## config.mk

```make
export PLATFORM = sky130hd
export DESIGN_NAME = hbsd_top
export DESIGN_NICKNAME = d
export VERILOG_FILES = /design/src/hbsd_pkg.sv /design/src/hbsd_cycle_decode.sv /design/src/hbsd_top.sv
export VERILOG_INCLUDE_DIRS = /design/src
export SDC_FILE = /design/constraint.sdc
export NUM_CORES = 1
export LEC_CHECK = 0
export BUFFER_PORTS_ARGS = -buffer_cell sky130_fd_sc_hd__buf_2
export CAP_MARGIN = 30
export CORE_AREA = 2 2 39 41
export DETAILED_ROUTE_END_ITERATION = 7
export DIE_AREA = 0 0 41 43
export PLACE_DENSITY = 0.72
export SLEW_MARGIN = 10
export SYNTH_ARGS = -nofsm -noshare
export SYNTH_HDL_FRONTEND = slang
export SYNTH_HIERARCHICAL = 1
export SYNTH_SLANG_ARGS = --single-unit
```

## constraint.sdc

```tcl
create_clock -name I_CLK_SYS -period 2.36 [get_ports I_CLK_SYS]
set_input_delay 0.236 -clock I_CLK_SYS [delete_from_list [all_inputs] [get_ports I_CLK_SYS]]
set_output_delay 0.236 -clock I_CLK_SYS [all_outputs]
set_load 0.005 [all_outputs]
```

## src/hbsd_map.svh

```systemverilog
// Constants of the host bus strobe decoder
`ifndef HBSD_MAP_SVH
`define HBSD_MAP_SVH

// System clock period in ns (10 MHz)
`define HBSD_CLK_PERIOD_NS    100
// Edges from a pin change to the matching registered output
`define HBSD_DECODE_LATENCY   1
// Configuration value held while reset is asserted
`define HBSD_CFG_RST          3'h0
// Default variant options
`define HBSD_HAS_BYTE_HIGH    1'h1
`define HBSD_HAS_DATA_STROBE  1'h1

`endif

```

## src/hbsd_pkg.sv

```systemverilog
// Types shared by the host bus strobe decoder
package hbsd_pkg;

  // Settings held in non-volatile configuration
  typedef struct packed {
    logic bus_width_select;        // 0: 8-bit with fetch strobe, 1: 16-bit with byte-high
    logic strobe_style_select;     // 0: separate strobes, 1: read-not-write direction
    logic strobe_polarity_select;  // 0: active-high enable, 1: active-low data strobe
  } hbsd_cfg_t;

  // Host control pins as sampled
  typedef struct packed {
    logic shared_n;   // program_fetch_strobe_n or byte_high_enable_n
    logic write_pin;  // write strobe (low) or direction (1 = read)
    logic rd_en_pin;  // read strobe, enable or data_strobe_n
  } hbsd_pins_t;

  typedef enum logic [2:0] {
    HBSD_NOP   = 3'b000,
    HBSD_FETCH = 3'b001,
    HBSD_READ  = 3'b010,
    HBSD_WRITE = 3'b011,
    HBSD_CLASH = 3'b100
  } hbsd_cycle_t;

endpackage : hbsd_pkg

```

## src/hbsd_cycle_decode.sv

```systemverilog
// Combinational decode of host control pins into a cycle type
`timescale 1ns/1ps
`include "hbsd_map.svh"
module hbsd_cycle_decode
  import hbsd_pkg::*;
#(
  parameter bit HAS_BYTE_HIGH   = `HBSD_HAS_BYTE_HIGH,
  parameter bit HAS_DATA_STROBE = `HBSD_HAS_DATA_STROBE
) (
  // Settings and pins
  input  hbsd_cfg_t   i_cfg,
  input  hbsd_pins_t  i_pins,
  // Decoded cycle
  output hbsd_cycle_t o_cycle,
  output logic        o_upper
);

  logic wide;
  logic fetch;
  logic rd;
  logic wr;
  logic strobe;

  always_comb begin
    wide   = HAS_BYTE_HIGH && i_cfg.bus_width_select;
    fetch  = !wide && !i_pins.shared_n;
    strobe = 1'b0;
    if (!i_cfg.strobe_style_select) begin
      rd = !i_pins.rd_en_pin;
      wr = !i_pins.write_pin;
    end else begin
      // Reduced variant has no data strobe option, so polarity is ignored there
      strobe = (HAS_DATA_STROBE && i_cfg.strobe_polarity_select) ?
               !i_pins.rd_en_pin : i_pins.rd_en_pin;
      rd     = strobe && i_pins.write_pin;
      wr     = strobe && !i_pins.write_pin;
    end
    // Data read comes from the read/write pins only; an EPROM read comes from the fetch strobe alone
    if ((fetch && (rd || wr)) || (rd && wr)) begin
      o_cycle = HBSD_CLASH;
    end else if (fetch) begin
      o_cycle = HBSD_FETCH;
    end else if (rd) begin
      o_cycle = HBSD_READ;
    end else if (wr) begin
      o_cycle = HBSD_WRITE;
    end else begin
      o_cycle = HBSD_NOP;
    end
    o_upper = wide && !i_pins.shared_n && (rd ^ wr);
  end

endmodule : hbsd_cycle_decode

```

## src/hbsd_top.sv

```systemverilog
// Host bus strobe decoder: turns host control pins into registered cycle strobes
`timescale 1ns/1ps
`include "hbsd_map.svh"
module hbsd_top
  import hbsd_pkg::*;
#(
  parameter bit HAS_BYTE_HIGH   = `HBSD_HAS_BYTE_HIGH,
  parameter bit HAS_DATA_STROBE = `HBSD_HAS_DATA_STROBE
) (
  // Clock and reset
  input  logic       I_CLK_SYS,
  input  logic       I_RST_N,
  // Host control pins
  input  logic       I_FETCH_OR_UPPER_N,
  input  logic       I_WRITE_OR_DIR,
  input  logic       I_READ_OR_STROBE,
  // Configuration settings
  input  logic       I_BUS_WIDTH_SELECT,
  input  logic       I_STROBE_STYLE_SELECT,
  input  logic       I_STROBE_POLARITY_SELECT,
  // Decoded cycle strobes
  output logic       O_FETCH_READ,
  output logic       O_DATA_READ,
  output logic       O_WRITE,
  output logic       O_NOP,
  output logic       O_UPPER_LANE,
  output logic       O_CLASH,
  output logic [2:0] O_CYCLE_TYPE,
  // Cycle events
  output logic       O_CYCLE_START,
  output logic       O_WRITE_COMMIT,
  output logic       O_CFG_VALID
);

  hbsd_cfg_t   cfg_q;
  hbsd_cfg_t   cfg_d;
  logic        cfg_valid_q;
  logic        cfg_valid_d;
  logic        valid_dly_q;
  logic        valid_dly_d;
  hbsd_pins_t  pins;
  hbsd_cycle_t dec_cycle;
  logic        dec_upper;
  hbsd_cycle_t cycle_q;
  hbsd_cycle_t cycle_d;
  logic        upper_q;
  logic        upper_d;
  logic        start_q;
  logic        start_d;
  logic        commit_q;
  logic        commit_d;

  assign pins.shared_n  = I_FETCH_OR_UPPER_N;
  assign pins.write_pin = I_WRITE_OR_DIR;
  assign pins.rd_en_pin = I_READ_OR_STROBE;

  hbsd_cycle_decode #(
    .HAS_BYTE_HIGH   (HAS_BYTE_HIGH),
    .HAS_DATA_STROBE (HAS_DATA_STROBE)
  ) u_decode (
    .i_cfg   (cfg_q),
    .i_pins  (pins),
    .o_cycle (dec_cycle),
    .o_upper (dec_upper)
  );

  // Settings are caught at the first edge after reset release, then frozen;
  // changing the pins later has no effect until the next reset
  always_comb begin
    cfg_d       = cfg_q;
    cfg_valid_d = 1'b1;
    valid_dly_d = cfg_valid_q;
    if (!cfg_valid_q) begin
      cfg_d.bus_width_select       = I_BUS_WIDTH_SELECT;
      cfg_d.strobe_style_select    = I_STROBE_STYLE_SELECT;
      cfg_d.strobe_polarity_select = I_STROBE_POLARITY_SELECT;
    end
  end

  always_ff @(posedge I_CLK_SYS or negedge I_RST_N) begin
    if (!I_RST_N) begin
      cfg_q       <= `HBSD_CFG_RST;
      cfg_valid_q <= 1'b0;
      valid_dly_q <= 1'b0;
    end else begin
      cfg_q       <= cfg_d;
      cfg_valid_q <= cfg_valid_d;
      valid_dly_q <= valid_dly_d;
    end
  end

  // No cycle is decoded until the settings are valid, so a stray strobe
  // during the capture edge cannot use the reset-time settings
  always_comb begin
    cycle_d  = cfg_valid_q ? dec_cycle : HBSD_NOP;
    upper_d  = cfg_valid_q && dec_upper;
    start_d  = (cycle_d != HBSD_NOP) && (cycle_d != HBSD_CLASH) && (cycle_d != cycle_q);
    commit_d = (cycle_q == HBSD_WRITE) && (cycle_d != HBSD_WRITE);
  end

  always_ff @(posedge I_CLK_SYS or negedge I_RST_N) begin
    if (!I_RST_N) begin
      cycle_q  <= HBSD_NOP;
      upper_q  <= 1'b0;
      start_q  <= 1'b0;
      commit_q <= 1'b0;
    end else begin
      cycle_q  <= cycle_d;
      upper_q  <= upper_d;
      start_q  <= start_d;
      commit_q <= commit_d;
    end
  end

  assign O_FETCH_READ   = (cycle_q == HBSD_FETCH);
  assign O_DATA_READ    = (cycle_q == HBSD_READ);
  assign O_WRITE        = (cycle_q == HBSD_WRITE);
  assign O_NOP          = (cycle_q == HBSD_NOP);
  assign O_CLASH        = (cycle_q == HBSD_CLASH);
  assign O_CYCLE_TYPE   = cycle_q;
  assign O_UPPER_LANE   = upper_q;
  assign O_CYCLE_START  = start_q;
  assign O_WRITE_COMMIT = commit_q;
  assign O_CFG_VALID    = cfg_valid_q;

  // Checks; those on the pins compare outputs with the pins sampled one edge earlier
  logic steady;
  logic wide;
  // Settings were already valid at the edge that registered the checked outputs
  assign steady = cfg_valid_q && valid_dly_q;
  assign wide   = HAS_BYTE_HIGH && cfg_q.bus_width_select;

  chk_fetch_8bit: assert property (
    @(posedge I_CLK_SYS) disable iff (!I_RST_N)
    (steady && !wide && !$past(I_FETCH_OR_UPPER_N) && !cfg_q.strobe_style_select
     && $past(I_READ_OR_STROBE) && $past(I_WRITE_OR_DIR)) |-> O_FETCH_READ)
    else $error("fetch strobe low in 8-bit mode did not give an EPROM read");

  chk_no_fetch_16: assert property (
    @(posedge I_CLK_SYS) disable iff (!I_RST_N)
    wide |-> !O_FETCH_READ)
    else $error("fetch read reported in 16-bit mode");

  chk_read_source: assert property (
    @(posedge I_CLK_SYS) disable iff (!I_RST_N)
    (steady && O_DATA_READ) |->
      (cfg_q.strobe_style_select ? $past(I_WRITE_OR_DIR) : !$past(I_READ_OR_STROBE)))
    else $error("data read without the read pins calling for it");

  chk_read_no_fetch: assert property (
    @(posedge I_CLK_SYS) disable iff (!I_RST_N)
    (steady && !wide && !cfg_q.strobe_style_select && $past(I_FETCH_OR_UPPER_N)
     && !$past(I_READ_OR_STROBE) && $past(I_WRITE_OR_DIR)) |-> O_DATA_READ)
    else $error("read strobe with fetch held high did not read");

  chk_upper_lane: assert property (
    @(posedge I_CLK_SYS) disable iff (!I_RST_N)
    (steady && (O_DATA_READ || O_WRITE)) |->
      (O_UPPER_LANE == (wide && !$past(I_FETCH_OR_UPPER_N))))
    else $error("upper lane enable does not follow byte-high pin");

  chk_sep_write: assert property (
    @(posedge I_CLK_SYS) disable iff (!I_RST_N)
    (steady && !cfg_q.strobe_style_select) |->
      (O_WRITE == (!$past(I_WRITE_OR_DIR) && $past(I_READ_OR_STROBE)
                   && (wide || $past(I_FETCH_OR_UPPER_N)))))
    else $error("separate-strobe write does not follow write pin");

  chk_sep_read: assert property (
    @(posedge I_CLK_SYS) disable iff (!I_RST_N)
    (steady && !cfg_q.strobe_style_select && $past(I_WRITE_OR_DIR)
     && (wide || $past(I_FETCH_OR_UPPER_N))) |->
      (O_DATA_READ == !$past(I_READ_OR_STROBE)))
    else $error("separate-strobe read does not follow read pin");

  chk_enable_decode: assert property (
    @(posedge I_CLK_SYS) disable iff (!I_RST_N)
    (steady && cfg_q.strobe_style_select
     && (!HAS_DATA_STROBE || !cfg_q.strobe_polarity_select)
     && (wide || $past(I_FETCH_OR_UPPER_N))) |->
      (O_DATA_READ == ($past(I_READ_OR_STROBE) && $past(I_WRITE_OR_DIR)))
      && (O_WRITE == ($past(I_READ_OR_STROBE) && !$past(I_WRITE_OR_DIR))))
    else $error("enable-strobe decode wrong");

  chk_ds_decode: assert property (
    @(posedge I_CLK_SYS) disable iff (!I_RST_N)
    (steady && HAS_DATA_STROBE && cfg_q.strobe_style_select
     && cfg_q.strobe_polarity_select && (wide || $past(I_FETCH_OR_UPPER_N))) |->
      (O_DATA_READ == (!$past(I_READ_OR_STROBE) && $past(I_WRITE_OR_DIR)))
      && (O_WRITE == (!$past(I_READ_OR_STROBE) && !$past(I_WRITE_OR_DIR))))
    else $error("data-strobe decode wrong");

  chk_reduced_nods: assert property (
    @(posedge I_CLK_SYS) disable iff (!I_RST_N)
    (steady && !HAS_DATA_STROBE && cfg_q.strobe_style_select
     && !$past(I_READ_OR_STROBE)) |-> !O_DATA_READ && !O_WRITE)
    else $error("reduced variant treated strobe as active low");

  chk_cfg_frozen: assert property (
    @(posedge I_CLK_SYS) disable iff (!I_RST_N)
    $past(cfg_valid_q) |-> $stable(cfg_q) && cfg_valid_q)
    else $error("settings changed after capture");

  chk_commit_pulse: assert property (
    @(posedge I_CLK_SYS) disable iff (!I_RST_N)
    $fell(O_WRITE) |-> O_WRITE_COMMIT ##1 !O_WRITE_COMMIT)
    else $error("end of write did not give a one-cycle commit");

  chk_start_pulse: assert property (
    @(posedge I_CLK_SYS) disable iff (!I_RST_N)
    (O_NOP ##1 (O_DATA_READ || O_WRITE || O_FETCH_READ)) |-> O_CYCLE_START)
    else $error("cycle start missing");

  chk_sep_clash: assert property (
    @(posedge I_CLK_SYS) disable iff (!I_RST_N)
    (steady && !cfg_q.strobe_style_select && !$past(I_WRITE_OR_DIR)
     && !$past(I_READ_OR_STROBE)) |-> O_CLASH)
    else $error("read and write strobes together did not give a clash");

  chk_fetch_clash: assert property (
    @(posedge I_CLK_SYS) disable iff (!I_RST_N)
    (steady && !wide && !$past(I_FETCH_OR_UPPER_N) && !cfg_q.strobe_style_select
     && !($past(I_READ_OR_STROBE) && $past(I_WRITE_OR_DIR))) |-> O_CLASH)
    else $error("fetch together with a data strobe did not give a clash");

  chk_enable_idle: assert property (
    @(posedge I_CLK_SYS) disable iff (!I_RST_N)
    (steady && cfg_q.strobe_style_select
     && (!HAS_DATA_STROBE || !cfg_q.strobe_polarity_select)
     && (wide || $past(I_FETCH_OR_UPPER_N)) && !$past(I_READ_OR_STROBE)) |-> O_NOP)
    else $error("enable low did not give a no-operation");

  chk_ds_idle: assert property (
    @(posedge I_CLK_SYS) disable iff (!I_RST_N)
    (steady && HAS_DATA_STROBE && cfg_q.strobe_style_select && cfg_q.strobe_polarity_select
     && (wide || $past(I_FETCH_OR_UPPER_N)) && $past(I_READ_OR_STROBE)) |-> O_NOP)
    else $error("data strobe high did not give a no-operation");

  chk_upper_idle: assert property (
    @(posedge I_CLK_SYS) disable iff (!I_RST_N)
    (O_NOP || O_FETCH_READ || O_CLASH) |-> !O_UPPER_LANE)
    else $error("upper lane enabled outside a read or write");

  chk_first_nop: assert property (
    @(posedge I_CLK_SYS) disable iff (!I_RST_N)
    !$past(cfg_valid_q) |-> O_NOP)
    else $error("cycle decoded before the settings were captured");

  chk_commit_source: assert property (
    @(posedge I_CLK_SYS) disable iff (!I_RST_N)
    O_WRITE_COMMIT |-> $past(O_WRITE) && !O_WRITE)
    else $error("commit pulse without the end of a write");

  chk_start_change: assert property (
    @(posedge I_CLK_SYS) disable iff (!I_RST_N)
    O_CYCLE_START |-> !$stable(O_CYCLE_TYPE) && !O_NOP && !O_CLASH)
    else $error("cycle start without a new access type");

  cov_fetch: cover property (
    @(posedge I_CLK_SYS) disable iff (!I_RST_N)
    O_NOP ##1 O_FETCH_READ [*2] ##1 O_NOP);

  cov_upper_write: cover property (
    @(posedge I_CLK_SYS) disable iff (!I_RST_N)
    O_WRITE && O_UPPER_LANE ##1 O_WRITE_COMMIT);

  cov_ds_read: cover property (
    @(posedge I_CLK_SYS) disable iff (!I_RST_N)
    cfg_q.strobe_polarity_select && cfg_q.strobe_style_select && O_DATA_READ);

  cov_clash: cover property (
    @(posedge I_CLK_SYS) disable iff (!I_RST_N)
    O_CLASH);

endmodule : hbsd_top

```

==> reports/qor.yml <==
floorplanning:
  dieArea_um2: 1760
  die_x_um: 41
  io_pins: 20
  die_height_um: 43
  placementRows: 14
  start_util_pct: 42.9
  core_um2: 1380
global_routing:
  gr-total-overflow: 0
  first_global_vias: 444
  grt.total_usage_pct: 15.3
  antenna_found_initial: 0
  grt_pass1_wl_mm: 1.79
  grt_max_degree: 11
clock_network:
  cts_sinks: 10
  clockBufferDepth: 2
  numCtsBuffers: 3
  postCtsSetupBuffers: 0
  clkSlewWorstSetupHoldPaths_ns: 0.07
  cts-htree-levels: 1
  post_cts_resized: 0
  cts-root-buf: "clkbuf_4"
  cts_tree: "yes"
  insertion_delay_ns: 0.27
synth:
  ys_async_sr_fraction_pct: 100
  synth_cell_type_count: 33
  yosys_warnings: 6
  yosys-top-cells-area: "dfrtp_1, mux2_2, and2_1, nor3b_1, mux2i_1"
  synth_top_area_share_pct: 42.2
  yosysMostFrequentCell: "dfrtp_1"
  netlist_area_um2: 593
  synth-seq-cells: 10
  syn-num-nets: 66
  synth_cells: 57
  synth_common_cells: "dfrtp_1, and2_1, nor3_1, mux2_2, nor3b_1"
  synth_top_flop_cell: "dfrtp_1"
  synth-edff-count: 0
  yosysTopAreaCell: "dfrtp_1"
  synth-seq-area-share_pct: 42.2
  syn_area_per_cell_um2: 10.4
timing:
  maxSlewViolCount: 0
  setup-violations-final: 0
  finalHoldViolCount: 0
  grt_setup_unrepaired: "no"
  min_period_ns: 2.16
  fin_tns_setup_ns: 0
  fmax_mhz: 463
  fin_crit_sh_pct: 91.6
  clock_skew_ns: 0.00369
pwr:
  powerDensity_nw_per_um2: 618
  peakVddDrop_uv: 405
  leakage_uw: 0.000375
  power_uw: 466
hold_path:
  hold_path_class: "input port to register"
drt:
  drtIter0Drc: 1
  avgRoutedWirePerCell_um: 11.6
  routed_wl_mm: 1.13
  viasPerCell: 5.26
  num_vias: 510
  antenna_left: 0
  drc: 0
  dr.pass1.iters: 2
finish:
  final_area_um2: 754
  nets: 91
  seqCellArea_um2: 250
  final_core_util_pct: 54.5
  drive_gt1_share_pct: 35.8
  areaGrowthSynthToFinish_pct: 27.2
  finalNonFillerCells: 97
  multiInputGateArea_um2: 339
  insertedDiodeCount: 0
  fillCellCount: 130
placement:
  placed_cells: 92
  dp.final_hpwl_um: 847
  numPortBuffers: 19
  globalplace.congestion: 0.876
  dpl_cell_area_um2: 708
worst_setup_path:
  cp_slowest_cell: "dfrtp_1"
  crit_type: "register to register"
  critPathLaunchType: "register"
  critical-path-max-stage-delay_ns: 0.45
  cp-end-kind: "register"
  arrival_ns: 2.32
  worstPathMaxFanout: 9
  worstPathCellList: "or2b_1 -> a31oi_1 -> ha_1 -> inv_1 -> a32o_2 -> or3b_1 -> a21oi_1 -> nor3_1"
  required_ns: 2.51
run_status:
  status: "finished clean"
job:
  maxCapViolations: 0
==> cell type report <==
| cell class | count | share of cell area, % |
|---|---|---|
| repair buffers | 20 | 13.9 |
| flip-flops and latches | 10 | 33.2 |
| clock buffers | 4 | 4.81 |
| multi-input cells | 46 | 44.9 |
| inverters | 1 | 0.498 |
| well taps | 16 | 2.65 |
==> per-stage QoR <==
stage / setup slack, ns / hold WS [ns]
finish: 0.198 / 0.195
global route: 0.0128 / 0.190
CTS: 0.193 / 0.198
detailed placement: 0.197 / 0.108
global placement: 0.245 / 0.106
floorplan: 0.385 / -0.0596
==> routing by layer <==
layer | track usage [%] | part of all wire, % | wire, um
met2 | 25.6 | 49 | 552
met1 | 16.8 | 44 | 494
met3 | 4.71 | 5.4 | 61
met4 | 6.00 | 1.7 | 19
met5 | 0 | 0 | 0
==> final timing paths <==
kind | start | to | slack, ns | cells past startpoint
worst min register to register | O_CFG_VALID$_DFF_PN0_ | O_CYCLE_START$_DFF_PN0_ | 0.65 | 2
max in group asynchronous | I_RST_N | O_CYCLE_TYPE[1]$_DFF_PN0_ | 1.81 | 2
worst max-delay path | cfg_q[0]$_DFFE_PN0N_ | O_CYCLE_START$_DFF_PN0_ | 0.20 | 8
worst min-delay path | I_STROBE_STYLE_SELECT | cfg_q[1]$_DFFE_PN0N_ | 0.20 | 2
min in group asynchronous | I_RST_N | O_CYCLE_START$_DFF_PN0_ | 0.35 | 2
worst max register to register | cfg_q[0]$_DFFE_PN0N_ | O_CYCLE_START$_DFF_PN0_ | 0.20 | 8
==> cell families (layout without fill, tap and decap cells) <==
family                     Yosys count  after routing  share of synthesized area [%]
AOI/OAI and AO/OA                   12             12                           15.6
other                                1              1                          0.632
xor gates and xnor gates             1              1                           1.48
and+or+nand+nor                     26             26                           28.3
DFF                                 10             10                           42.2
buffers and inverters                1             25                          0.632
adders and majority gates            1              1                           2.11
muxes                                5              5                           9.07
==> sequential cells by signal, indices dropped and copies added, names as in the netlist <==
signal and flops:
wide 1, O_CFG_VALID 1, O_UPPER_LANE 1, O_CYCLE_START 1
O_WRITE_COMMIT 1, cfg_q 2, O_CYCLE_TYPE 3
==> placed cells by master (no fill, tap or decap), drive strengths merged, types with 2 or more instances in the layout <==
cell type / count
nor3: 4
buf: 19
nor3b: 3
dfrtp: 10
nand2: 2
clkbuf: 4
mux2i: 2
a21boi: 2
mux2: 3
and2: 4
nor2b: 2
nand2b: 2
nor2: 2
==> power breakdown <==
group	leakage (uW)	internal, uW	switching (uW)	total (uW)
registers	0.000127	186	21.6	207
logic	0.000227	55.0	46.5	101
clock network	0.0000210	93.8	63.4	157
==> worst max-delay path: cells and delay by family (launching register included) <==
kind / cells / cell delay (ns)
AOI/OAI and AO/OA: 3 / 0.62
adders and majority gates: 1 / 0.21
buffers and inverters: 1 / 0.06
DFF: 1 / 0.45
and+or+nand+nor: 3 / 0.70
==> what timing repair did <==
action	4_1_cts	5_1_grt
setup endpoints to repair	0	0
endpoints found under the hold margin	10	0
hold buffers	1	0
Power figures use the tool's default switching activity.
